File: src/csf_defs.svh
// register offsets, field positions and reset values of the status bank
`ifndef CSF_DEFS_SVH
`define CSF_DEFS_SVH

// register offsets
`define CSF_OFS_SYSTEM_STATUS       8'h08
`define CSF_OFS_FAULT_REPORT        8'h09
`define CSF_OFS_INPUT_LIMIT         8'h0a
`define CSF_OFS_RESET_IDENTITY      8'h0b

// input_limit_status_mask fields
`define CSF_BIT_INPUT_ATTACHED      7
`define CSF_BIT_VLIM_ACTIVE         6
`define CSF_BIT_ILIM_ACTIVE         5
`define CSF_BIT_TOPOFF_RUNNING      3
`define CSF_BIT_INPUT_OV            2
`define CSF_BIT_VLIM_MASK           1
`define CSF_BIT_ILIM_MASK           0

// reset_and_identity fields
`define CSF_BIT_REG_RESET           7
`define CSF_MSB_PART_ID             6
`define CSF_LSB_PART_ID             3
`define CSF_MSB_REVISION            1

// reset values
`define CSF_RST_MASK                1'b0
`define CSF_RST_REG_RESET           1'b0

// i2c bit counting
`define CSF_BITS_PER_BYTE           4'h8
`define CSF_LAST_TX_BIT             4'h7

// source type and thermistor codes
`define CSF_SRC_NONE                3'h0
`define CSF_SRC_UNUSED              3'h4
`define CSF_NTC_NORMAL              3'h0
`define CSF_NTC_COLD                3'h5
`define CSF_NTC_HOT                 3'h6

`endif

File: src/csf_pkg.sv
// types shared by the charger status and fault register bank
`default_nettype none

package csf_pkg;

    // live conditions reported by the charger core
    typedef struct packed {
        logic [2:0] input_source_type;
        logic [1:0] charge_phase;
        logic       power_good_flag;
        logic       thermal_regulation_flag;
        logic       min_system_voltage_flag;
        logic       watchdog_expired;
        logic       boost_fault;
        logic [1:0] charge_fault_code;
        logic       battery_overvoltage_flag;
        logic [2:0] thermistor_zone_code;
        logic       boost_mode;
        logic       input_attached_flag;
        logic       input_voltage_limit_active;
        logic       input_current_limit_active;
        logic       topoff_timer_running;
        logic       input_overvoltage_flag;
    } csf_status_t;

    // serial interface states
    typedef enum logic [3:0] {
        CSF_IDLE   = 4'h0,
        CSF_ADDR   = 4'h1,
        CSF_ACK_A  = 4'h2,
        CSF_REG    = 4'h3,
        CSF_ACK_W  = 4'h4,
        CSF_WRITE  = 4'h5,
        CSF_READ   = 4'h6,
        CSF_RACK   = 4'h7
    } csf_state_t;

endpackage : csf_pkg

`default_nettype wire

File: src/csf_regs.sv
// charger status and fault registers behind an i2c target port
//
// Notes on behaviour
// - source type three bits: none, sdp, cdp, dcp, unknown, other, otg.
// - charge phase two bits: idle, pre-charge, fast, terminated.
// - power good, thermal and minimum system flags follow live conditions.
// - watchdog fault bit reads 1 after watchdog expiry, else 0.
// - boost fault bit set whenever the boost output cannot run.
// - charge fault code: normal, input fault, thermal shutdown, safety timer.
// - battery fault bit reads 1 on battery overvoltage, else 0.
// - in charging mode thermistor zone codes normal, warm, cool, cold, hot.
// - in boost mode only normal, cold and hot thermistor codes appear.
// - register 0x0a bit 7 shows input attached, bit 2 input overvoltage.
// - input voltage limit status bit follows voltage regulation activity.
// - input current limit status bit follows current regulation activity.
// - top-off status bit reads 1 while the top-off timer counts.
// - voltage limit mask bit suppresses its interrupt pulse; resets to 0.
// - current limit mask bit suppresses its interrupt pulse; resets to 0.
// - register 0x0b: reset control, part identifier, reserved, revision.
// - reset control restores defaults, resets safety timer, self-clears.
`include "csf_defs.svh"
`default_nettype none

module csf_regs #(
    parameter logic [6:0] TARGET_ADDR = 7'h2a, // arbitrary bus address
    parameter logic [3:0] PART_ID     = 4'h5,  // arbitrary value
    parameter logic [1:0] REVISION    = 2'h1   // arbitrary value
) (
    input  wire logic                 clk_i,
    input  wire logic                 reset_i,
    input  wire logic                 scl_i,
    input  wire logic                 sda_i,
    output var  logic                 sda_o,
    output var  logic                 sda_oe_n_o,
    input  wire csf_pkg::csf_status_t status_i,
    output var  logic                 irq_pulse_o,
    output var  logic                 safety_timer_reset_o
);

    // =========================================================================
    // state
    // =========================================================================
    logic                scl_ff;
    logic                sda_ff;
    csf_pkg::csf_state_t state_ff;
    logic [3:0]          bit_cnt_ff;
    logic [7:0]          shift_ff;
    logic [7:0]          ptr_ff;
    logic                rw_ff;
    logic                oe_n_ff;
    logic                sda_out_ff;
    logic                vlim_mask_ff;
    logic                ilim_mask_ff;
    logic                reg_reset_ff;
    logic                timer_reset_ff;
    logic                vlim_prev_ff;
    logic                ilim_prev_ff;
    logic                irq_ff;

    logic scl_rise;
    logic scl_fall;
    logic start_seen;
    logic stop_seen;
    logic byte_done;
    logic wr_strobe;
    logic vlim_edge;
    logic ilim_edge;

    // =========================================================================
    // field cleaning
    // =========================================================================
    // code 100 is not a defined source, report it as no input
    function automatic logic [2:0] clean_source(input logic [2:0] code);
        clean_source = (code == `CSF_SRC_UNUSED) ? `CSF_SRC_NONE : code;
    endfunction

    // boost mode knows only normal, cold and hot
    function automatic logic [2:0] clean_zone(input logic [2:0] code,
                                              input logic       boost);
        logic ok;
        ok = (code == `CSF_NTC_NORMAL) || (code == `CSF_NTC_COLD)
          || (code == `CSF_NTC_HOT);
        clean_zone = (boost && !ok) ? `CSF_NTC_NORMAL : code;
    endfunction

    // =========================================================================
    // read data
    // =========================================================================
    // sampled when the byte is loaded, so the host sees the live condition
    function automatic logic [7:0] read_byte(input logic [7:0]           ofs,
                                             input csf_pkg::csf_status_t s,
                                             input logic                 vm,
                                             input logic                 im,
                                             input logic                 rr);
        read_byte = 8'h00;
        unique case (ofs)
            `CSF_OFS_SYSTEM_STATUS: begin
                read_byte = {clean_source(s.input_source_type),
                             s.charge_phase, s.power_good_flag,
                             s.thermal_regulation_flag,
                             s.min_system_voltage_flag};
            end
            `CSF_OFS_FAULT_REPORT: begin
                read_byte = {s.watchdog_expired, s.boost_fault,
                             s.charge_fault_code, s.battery_overvoltage_flag,
                             clean_zone(s.thermistor_zone_code,
                                        s.boost_mode)};
            end
            `CSF_OFS_INPUT_LIMIT: begin
                read_byte[`CSF_BIT_INPUT_ATTACHED] = s.input_attached_flag;
                read_byte[`CSF_BIT_INPUT_OV]       = s.input_overvoltage_flag;
                read_byte[`CSF_BIT_VLIM_ACTIVE] = s.input_voltage_limit_active;
                read_byte[`CSF_BIT_ILIM_ACTIVE] = s.input_current_limit_active;
                read_byte[`CSF_BIT_TOPOFF_RUNNING] = s.topoff_timer_running;
                read_byte[`CSF_BIT_VLIM_MASK]      = vm;
                read_byte[`CSF_BIT_ILIM_MASK]      = im;
            end
            `CSF_OFS_RESET_IDENTITY: begin
                read_byte[`CSF_BIT_REG_RESET] = rr;
                read_byte[`CSF_MSB_PART_ID:`CSF_LSB_PART_ID] = PART_ID;
                read_byte[`CSF_MSB_REVISION:0] = REVISION;
            end
            default: read_byte = 8'h00;
        endcase
    endfunction

    // =========================================================================
    // bus line sampling
    // =========================================================================
    always_ff @(posedge clk_i or posedge reset_i) begin
        if (reset_i) begin
            scl_ff <= 1'b1;
            sda_ff <= 1'b1;
        end else begin
            scl_ff <= scl_i;
            sda_ff <= sda_i;
        end
    end

    assign scl_rise   = scl_i && !scl_ff;
    assign scl_fall   = !scl_i && scl_ff;
    assign start_seen = scl_i && scl_ff && sda_ff && !sda_i;
    assign stop_seen  = scl_i && scl_ff && !sda_ff && sda_i;
    assign byte_done  = scl_fall && (bit_cnt_ff == `CSF_BITS_PER_BYTE);
    assign wr_strobe  = (state_ff == csf_pkg::CSF_WRITE) && byte_done;

    // =========================================================================
    // serial protocol
    // =========================================================================
    always_ff @(posedge clk_i or posedge reset_i) begin
        if (reset_i) begin
            state_ff   <= csf_pkg::CSF_IDLE;
            bit_cnt_ff <= 4'h0;
            shift_ff   <= 8'h00;
            rw_ff      <= 1'b0;
            oe_n_ff    <= 1'b1;
        end else if (start_seen) begin
            state_ff   <= csf_pkg::CSF_ADDR;
            bit_cnt_ff <= 4'h0;
            oe_n_ff    <= 1'b1;
        end else if (stop_seen) begin
            state_ff <= csf_pkg::CSF_IDLE;
            oe_n_ff  <= 1'b1;
        end else begin
            unique case (state_ff)
                csf_pkg::CSF_IDLE: begin
                    oe_n_ff <= 1'b1;
                end
                csf_pkg::CSF_ADDR, csf_pkg::CSF_REG,
                csf_pkg::CSF_WRITE: begin
                    if (scl_rise) begin
                        shift_ff   <= {shift_ff[6:0], sda_i};
                        bit_cnt_ff <= bit_cnt_ff + 4'h1;
                    end else if (byte_done) begin
                        if (state_ff != csf_pkg::CSF_ADDR) begin
                            oe_n_ff  <= 1'b0;
                            state_ff <= csf_pkg::CSF_ACK_W;
                        end else if (shift_ff[7:1] == TARGET_ADDR) begin
                            oe_n_ff  <= 1'b0;
                            rw_ff    <= shift_ff[0];
                            state_ff <= csf_pkg::CSF_ACK_A;
                        end else begin
                            state_ff <= csf_pkg::CSF_IDLE;
                        end
                    end
                end
                csf_pkg::CSF_ACK_A: begin
                    if (scl_fall) begin
                        bit_cnt_ff <= 4'h0;
                        if (rw_ff) begin
                            shift_ff <= {read_byte(ptr_ff, status_i,
                                vlim_mask_ff, ilim_mask_ff,
                                reg_reset_ff)} << 1;
                            oe_n_ff  <= read_byte(ptr_ff, status_i,
                                vlim_mask_ff, ilim_mask_ff,
                                reg_reset_ff) >> 7 != 8'h00;
                            state_ff <= csf_pkg::CSF_READ;
                        end else begin
                            oe_n_ff  <= 1'b1;
                            state_ff <= csf_pkg::CSF_REG;
                        end
                    end
                end
                csf_pkg::CSF_ACK_W: begin
                    if (scl_fall) begin
                        bit_cnt_ff <= 4'h0;
                        oe_n_ff    <= 1'b1;
                        state_ff   <= csf_pkg::CSF_WRITE;
                    end
                end
                csf_pkg::CSF_READ: begin
                    if (scl_fall) begin
                        if (bit_cnt_ff == `CSF_LAST_TX_BIT) begin
                            oe_n_ff  <= 1'b1;
                            state_ff <= csf_pkg::CSF_RACK;
                        end else begin
                            oe_n_ff    <= shift_ff[7];
                            shift_ff   <= {shift_ff[6:0], 1'b0};
                            bit_cnt_ff <= bit_cnt_ff + 4'h1;
                        end
                    end
                end
                csf_pkg::CSF_RACK: begin
                    // a released line at the ack slot ends the read burst
                    if (scl_rise && sda_i) begin
                        state_ff <= csf_pkg::CSF_IDLE;
                    end else if (scl_fall) begin
                        bit_cnt_ff <= 4'h0;
                        shift_ff   <= {read_byte(ptr_ff, status_i,
                            vlim_mask_ff, ilim_mask_ff,
                            reg_reset_ff)} << 1;
                        oe_n_ff    <= read_byte(ptr_ff, status_i,
                            vlim_mask_ff, ilim_mask_ff,
                            reg_reset_ff) >> 7 != 8'h00;
                        state_ff   <= csf_pkg::CSF_READ;
                    end
                end
                default: begin
                    state_ff <= csf_pkg::CSF_IDLE;
                end
            endcase
        end
    end

    // =========================================================================
    // register pointer
    // =========================================================================
    always_ff @(posedge clk_i or posedge reset_i) begin
        if (reset_i) begin
            ptr_ff <= 8'h00;
        end else if ((state_ff == csf_pkg::CSF_REG) && byte_done) begin
            ptr_ff <= shift_ff;
        end else if (wr_strobe) begin
            ptr_ff <= ptr_ff + 8'h01;
        end else if ((state_ff == csf_pkg::CSF_RACK) && scl_rise
                     && !sda_i) begin
            ptr_ff <= ptr_ff + 8'h01;
        end
    end

    // =========================================================================
    // writable bits
    // =========================================================================
    always_ff @(posedge clk_i or posedge reset_i) begin
        if (reset_i) begin
            vlim_mask_ff <= `CSF_RST_MASK;
            ilim_mask_ff <= `CSF_RST_MASK;
        end else if (reg_reset_ff) begin
            vlim_mask_ff <= `CSF_RST_MASK;
            ilim_mask_ff <= `CSF_RST_MASK;
        end else if (wr_strobe && (ptr_ff == `CSF_OFS_INPUT_LIMIT)) begin
            vlim_mask_ff <= shift_ff[`CSF_BIT_VLIM_MASK];
            ilim_mask_ff <= shift_ff[`CSF_BIT_ILIM_MASK];
        end
    end

    // the reset control reads 1 for one cycle only: defaults land next edge
    always_ff @(posedge clk_i or posedge reset_i) begin
        if (reset_i) begin
            reg_reset_ff   <= `CSF_RST_REG_RESET;
            timer_reset_ff <= 1'b0;
        end else begin
            reg_reset_ff   <= wr_strobe
                && (ptr_ff == `CSF_OFS_RESET_IDENTITY)
                && shift_ff[`CSF_BIT_REG_RESET];
            timer_reset_ff <= reg_reset_ff;
        end
    end

    // =========================================================================
    // interrupt pulse
    // =========================================================================
    assign vlim_edge = status_i.input_voltage_limit_active && !vlim_prev_ff;
    assign ilim_edge = status_i.input_current_limit_active && !ilim_prev_ff;

    always_ff @(posedge clk_i or posedge reset_i) begin
        if (reset_i) begin
            vlim_prev_ff <= 1'b0;
            ilim_prev_ff <= 1'b0;
            irq_ff       <= 1'b0;
        end else begin
            vlim_prev_ff <= status_i.input_voltage_limit_active;
            ilim_prev_ff <= status_i.input_current_limit_active;
            irq_ff <= (vlim_edge && !vlim_mask_ff)
                   || (ilim_edge && !ilim_mask_ff);
        end
    end

    // open-drain: only ever pulls low
    always_ff @(posedge clk_i or posedge reset_i) begin
        if (reset_i) begin
            sda_out_ff <= 1'b0;
        end else begin
            sda_out_ff <= 1'b0;
        end
    end

    assign sda_o                = sda_out_ff;
    assign sda_oe_n_o           = oe_n_ff;
    assign irq_pulse_o          = irq_ff;
    assign safety_timer_reset_o = timer_reset_ff;

endmodule // csf_regs

`default_nettype wire

File: config.mk
export PLATFORM = sky130hd
export DESIGN_NAME = csf_regs
export DESIGN_NICKNAME = d
export VERILOG_FILES = /design/src/csf_pkg.sv /design/src/csf_regs.sv
export VERILOG_INCLUDE_DIRS = /design/src
export SDC_FILE = /design/constraint.sdc
export NUM_CORES = 1
export LEC_CHECK = 0
export ABC_AREA = 1
export BUFFER_PORTS_ARGS = -buffer_cell sky130_fd_sc_hd__buf_2
export CAP_MARGIN = 40
export CORE_MARGIN = 5
export CORE_UTILIZATION = 45
export DETAILED_ROUTE_END_ITERATION = 7
export MAX_ROUTING_LAYER = met4
export PLACE_DENSITY = 0.76
export RECOVER_POWER = 25
export SYNTH_ARGS = -nofsm -noshare
export SYNTH_HDL_FRONTEND = slang
export SYNTH_SLANG_ARGS = --single-unit
File: constraint.sdc
create_clock -name clk_i -period 2.45 [get_ports clk_i]
set_clock_uncertainty 0.2 [all_clocks]
set_input_delay 0.3675 -clock clk_i [delete_from_list [all_inputs] [get_ports clk_i]]
set_output_delay 0.3675 -clock clk_i [all_outputs]
set_load 0.05 [all_outputs]
== After elaboration in Yosys (flattened, before gate mapping) ==
Cells that the tools add are included.
W data, S select, Z words.

* Flip-flop bits (word level): 35
* Input port bits: 26

* Equality and inequality tests: 41
* Bitwise logic cells: 4
* Mux-type cells: 58
* Reduce and logical (&&, ||, !) cells: 47
* Add/subtract/negate cells: 2

{| class="wikitable"
|+ Operators with widths
! cell !! number
|-
| $mux W8 || 10
|-
| $mux W4 || 17
|-
| $eq A8 B4 Y1 const B || 4
|-
| $ne A4 B4 Y1 const B || 8
|-
| $pmux W8 S4 || 1
|-
| $pmux W4 S6 || 1
|-
| $logic_and A1 B1 Y1 || 21
|-
| $eq A4 B3 Y1 const B || 5
|-
| $mux W1 || 17
|-
| $ne A2 B2 Y1 const B || 8
|-
| $pmux W4 S4 || 1
|-
| $ne A3 B3 Y1 const B || 5
|-
| $mux W3 || 4
|-
| $pmux W3 S4 || 1
|-
| $ne A5 B5 Y1 const B || 2
|-
| $reduce_and A10 Y1 || 1
|-
| $eq A3 B3 Y1 const B || 3
|-
| $logic_not A1 Y1 || 9
|-
| $reduce_and A9 Y1 || 1
|-
| $add A8 B1 Y8 const B || 1
|-
| $eq A4 B2 Y1 const B || 2
|-
| $pmux W2 S4 || 1
|-
| $reduce_and A8 Y1 || 1
|-
| $reduce_bool A8 Y1 || 1
|-
| other kinds (22) || 27
|}

== Depth between registers and ports, before layout ==
* Depth after elaboration: 10
* Gate-level depth with buffers: 12

== Least setup slack after synthesis ==
No wires, ideal clock.

* Path type: reg2reg
* Start: register bit_cnt_ff[0]
* End: register ptr_ff[3]
* Cell stages (with the launch flop): 13
* Clock period less this slack: 1.720 ns
* Setup slack: 0.730 ns
* Path buffers: 1
* Library setup time: 0.126 ns
* Data arrival time: 1.393 ns
* Required time: 2.124 ns
* Cells stage by stage: dfrtp_1 inv_1 ha_1 nand2_1 nor2_1 nand2_1 inv_2 nand3_2 buf_2 nand3b_1 o21ai_0 nand2_1 o21ai_0

* Word-level cells in the longest chain between the ends: 5
* Elaborated cells on any way between the ends: 7

{| class="wikitable"
|+ RTL lines
! what !! line !! source
|-
| from (decl) || csf_regs.sv:46 || <nowiki>logic [3:0] bit_cnt_ff;</nowiki>
|-
| from (signal assigned) || csf_regs.sv:173 || <nowiki>bit_cnt_ff <= bit_cnt_ff + 4'h1;</nowiki>
|-
| from (signal assigned) || csf_regs.sv:219 || <nowiki>bit_cnt_ff <= bit_cnt_ff + 4'h1;</nowiki>
|-
| $eq A4 B4 Y1 (no source line) * || n/a ||
|-
| $logic_and A1 B1 Y1 * || csf_regs.sv:144 || <nowiki>assign byte_done = scl_fall && (bit_cnt_ff == `CSF_BITS_PER_BYTE);</nowiki>
|-
| $logic_and A1 B1 Y1 || csf_regs.sv:145 || <nowiki>assign wr_strobe = (state_ff == csf_pkg::CSF_WRITE) && byte_done;</nowiki>
|-
| $mux W8 || csf_regs.sv:253 || <nowiki>end else if (wr_strobe) begin</nowiki>
|-
| $mux W8 || csf_regs.sv:251 || <nowiki>end else if ((state_ff == csf_pkg::CSF_REG) && byte_done) begin</nowiki>
|-
| to (signal assigned) || csf_regs.sv:252 || <nowiki>ptr_ff <= shift_ff;</nowiki>
|-
| to (signal assigned) || csf_regs.sv:254 || <nowiki>ptr_ff <= ptr_ff + 8'h01;</nowiki>
|-
| to (signal assigned) || csf_regs.sv:257 || <nowiki>ptr_ff <= ptr_ff + 8'h01;</nowiki>
|-
| to (decl) || csf_regs.sv:48 || <nowiki>logic [7:0] ptr_ff;</nowiki>
|}

Every way passes the cells marked *; elsewhere a longest branch is shown, timed or not.
A chain may end at the register's enable or synchronous reset.

== Worst setup path in the final report ==
* Start: input port sda_i
* End: register shift_ff[4]

* Word-level cells in the longest chain between the ends: 4
* Elaborated cells on any way between the ends: 8

{| class="wikitable"
|+ RTL lines
! what !! line !! source
|-
| from (decl) || csf_regs.sv:32 || <nowiki>input wire logic sda_i,</nowiki>
|-
| parallel branches: the longest is 3 deep, another holds $ne A2 B2 Y1 || n/a ||
|-
| $reduce_and A10 Y1 (no source line) * || n/a ||
|-
| to (signal assigned) || csf_regs.sv:172 || <nowiki>shift_ff <= {shift_ff[6:0], sda_i};</nowiki>
|-
| to (signal assigned) || csf_regs.sv:191 || <nowiki>shift_ff <= {read_byte(ptr_ff, status_i,</nowiki>
|-
| to (signal assigned) || csf_regs.sv:218 || <nowiki>shift_ff <= {shift_ff[6:0], 1'b0};</nowiki>
|-
| to (decl) || csf_regs.sv:47 || <nowiki>logic [7:0] shift_ff;</nowiki>
|}

Every way passes the cells marked *.

==> results.json <==
{
  "overflow": 0,
  "cts_made_buffers": 5,
  "fin_tns_setup_ns": 0,
  "grt_pass1_vias": 2121,
  "coreArea_um2": 5110,
  "rows": 26,
  "worstMarginPinSlew_ns": 0.836,
  "area_delta_synth_final_pct": 15.2,
  "crit_chain": "dlygate4sd3_1, buf_2, inv_1, nand4_1, nand3_1, nor2_2, inv_1, a21oi_1, a21oi_1",
  "seqPwrFrac_pct": 44.5,
  "post_cts_buffers": 0,
  "hold_path.class": "input pin to flip-flop",
  "worstHoldEndpoint": "vlim_prev_ff$_DFF_PP0_",
  "yosys_warnings": 0,
  "reg2reg_depth": 9,
  "crit_slowest_cell": "dlygate4sd3_1",
  "synth_top_cell_by_area": "dfrtp_1",
  "synthTopCellsByCount": "nand2_1, nor2_1, inv_1",
  "grt_pass1_wl_um": 9510,
  "critPathLaunchType": "input pin",
  "antenna_found_initial": 0,
  "syn_avg_cell_area_um2": 6.63,
  "r2r_end": "shift_ff[4]$_DFFE_PP0P_",
  "hold_viol": 0,
  "h-tree-depth": 2,
  "cts.sinks": 34,
  "totalPowerFinal_uw": 1690,
  "synth_seq_area_share_pct": 36.1,
  "p_int_uw": 1120,
  "grt_max_degree": 35,
  "grt.met3_usage_pct": 3.04,
  "p_switching_uw": 575,
  "fmax_ghz": 0.450,
  "cp-end-kind": "flip-flop",
  "finalNonFillerCells": 464,
  "die_y_um": 82.5,
  "gp_congestion": 0.992,
  "pwr_density_cell_nw_per_um2": 622,
  "use_met2_pct": 28.8,
  "hold_slack_ns": 0.0493,
  "dpl.hpwl_um": 4390,
  "max_stage_delay_ns": 0.53,
  "grt_usage_pct": 18.6,
  "clkPwrFrac_pct": 31.1,
  "swShare_pct": 33.9,
  "power_frac_comb_pct": 24.5,
  "post-route-period-util_pct": 90.7,
  "root_buffer": "clkbuf_8",
  "drt-pass1-iter-count": 5,
  "nets": 425,
  "cts.clk_slew.worst_paths_ns": 0.07,
  "synth_most_common_cell": "nand2_1",
  "slew_headroom_pct": 44.3,
  "dieArea_um2": 6810,
  "rr_startpoint": "bit_cnt_ff[0]$_DFFE_PP0P_",
  "ys_top_cells_by_area": "dfrtp_1, nand2_1, nor2_1, inv_1, nand3_1",
  "synth_area_um2": 2370,
  "place_inst": 452,
  "drcViolationCount": 0,
  "start_util_pct": 46.3,
  "vias": 2403,
  "drt-total-wl_um": 5680,
  "top_usage_layer": "met2",
  "cp.required_ns": 2.43,
  "clock_latency_ns": 0.29,
  "finalCriticalPeriod_ns": 2.22,
  "synth_edf_count": 0,
  "run_status": "complete, no violations",
  "setup_violations": 0,
  "critPathTopFamily": "buffers and inverters",
  "cts_tree": "yes",
  "reg2reg_slack_ns": 0.32,
  "crit_fanout": 11,
  "ys_types": 31,
  "synth-main-ff-cell": "dfrtp_1",
  "die_x_um": 82.5,
  "max_cap_viol_count": 0,
  "slew_violations": 0,
  "criticalPathCategory": "input pin to flip-flop",
  "cp_data_arrival_time_ns": 2.20,
  "rsz0062_at_grt": "false",
  "drtIter0Drc": 121,
  "syn_nets": 389,
  "synth_cells": 357,
  "port_buffers": 28,
  "layout-drive-gt1-share_pct": 14.5,
  "hold_depth": 1,
  "leakage_uw": 0.00135,
  "io_pins": 30,
  "grt.met1_usage_pct": 24.5,
  "ir_drop_v": 0.000535,
  "cp_num_buf_inv": 4,
  "synth-async-reset-ratio_pct": 100,
  "synth_top_area_share_pct": 32.8,
  "antennaDiodeCount": 0,
  "hold_start": "status_i[3]",
  "wire_per_inst_um": 12.3,
  "synth_seq_cells": 34,
  "viasPerCell": 5.18,
  "drtAntennaViolNets": 0,
  "clk_path_buf_depth": 2
}
## metrics by stage
| stage | setup WS, ns | util (%) | instance area, um^2 |
|---|---|---|---|
| 3_5_place_dp | 0.225 | 50.4 | 2570 |
| 4_1_cts | 0.0873 | 53.4 | 2730 |
| 6_report | 0.227 | 53.4 | 2730 |
| 3_3_place_gp | 0.299 | 50.4 | 2570 |
| 2_1_floorplan | 0.730 | - | 2370 |
| 5_1_grt | 0.115 | 53.4 | 2730 |
## sequential cells by signal, summed over array words and instances (netlist names)
| signal | cells |
|---|---|
| irq_pulse_o | 1 |
| vlim_prev_ff | 1 |
| ilim_mask_ff | 1 |
| scl_ff | 1 |
| bit_cnt_ff | 4 |
| safety_timer_reset_o | 1 |
| vlim_mask_ff | 1 |
| ilim_prev_ff | 1 |
| reg_reset_ff | 1 |
| sda_oe_n_o | 1 |
| state_ff | 3 |
| ptr_ff | 8 |
| shift_ff | 8 |
| sda_ff | 1 |
| rw_ff | 1 |
## logic make-up (layout without fill, tap and decap cells)
kind of cell,count (synthesis),in the layout,synth area share [%]
AO/OA/AOI/OAI,57,57,12.7
flip-flops,34,34,36.1
adder cells (fa/ha/maj),6,6,3.17
buffers and inverters,51,88,9.04
AND/OR/NAND/NOR,204,204,37.3
other,1,1,0.158
XOR/XNOR,4,4,1.48
## routing by layer
layer  up-vias  share of wire, %
met5         -                 0
met4         0               2.0
met3        12               4.8
met2        71                48
met1      1098                45
li1       1222                 -
## worst register-to-register path: stages, from the launching register on
cell and delay (ns):
dfrtp_1 0.41, ha_1 0.22, nand2_1 0.09, nor2_1 0.05
nand3_1 0.08, o21ai_0 0.13, nor2_2 0.36, inv_1 0.20
a21oi_1 0.18, a21oi_1 0.08
## cells in the final DEF, fill, tap and decap left out, types with 2 or more instances in the layout
master / instances
o211ai_1: 3
dfstp_2: 3
inv_1: 41
nand4_1: 7
dfrtp_1: 31
buf_2: 26
nand3_1: 30
clkinvlp_4: 2
xor2_1: 3
buf_4: 3
a21oi_1: 20
nand2_1: 94
nor3_1: 2
nor2_2: 7
clkbuf_8: 5
clkbuf_1: 2
nor2_1: 55
inv_2: 3
o21ai_0: 29
o22ai_1: 2
ha_1: 6
nand3b_1: 2
nand3_2: 2
dlygate4sd3_1: 4
## layout make-up
cell class                 instances  area, um^2
multi-input combinational        272        1300
inverter                          44         165
clock buffer                       5        68.8
clock inverter                     3        45.0
timing repair buffer              36         205
sequential                        34         855
fill                             489        2380
tap                               70        87.6
## what timing repair did
item / in CTS / in global routing
hold buffers: 4 / 0
gates resized for setup: 0 / 1
setup endpoints to repair: 0 / 6
hold endpoints to repair: 34 / 0
## power groups by stage
stage	sequential (uW)	combinational [uW]	clock, uW
after floorplan	751	293	0
after global placement	758	398	0
after detailed placement	758	406	0
after CTS	750	413	536
after global routing	766	477	563
final	753	415	526
## how the worst max path moves through the flow
stage / slack, ns / start / cells after the start / end
2_1_floorplan: 0.73 / bit_cnt_ff[0]$_DFFE_PP0P_ / 12 / ptr_ff[3]$_DFFE_PP0P_
4_1_cts: 0.09 / sda_i / 9 / shift_ff[4]$_DFFE_PP0P_
3_3_place_gp: 0.30 / bit_cnt_ff[0]$_DFFE_PP0P_ / 9 / shift_ff[4]$_DFFE_PP0P_
5_1_grt: 0.12 / sda_i / 9 / shift_ff[4]$_DFFE_PP0P_
6_report: 0.23 / sda_i / 9 / shift_ff[4]$_DFFE_PP0P_
3_5_place_dp: 0.22 / bit_cnt_ff[0]$_DFFE_PP0P_ / 9 / shift_ff[7]$_DFFE_PP0P_
No activity file was read; power rests on OpenSTA's default activity.
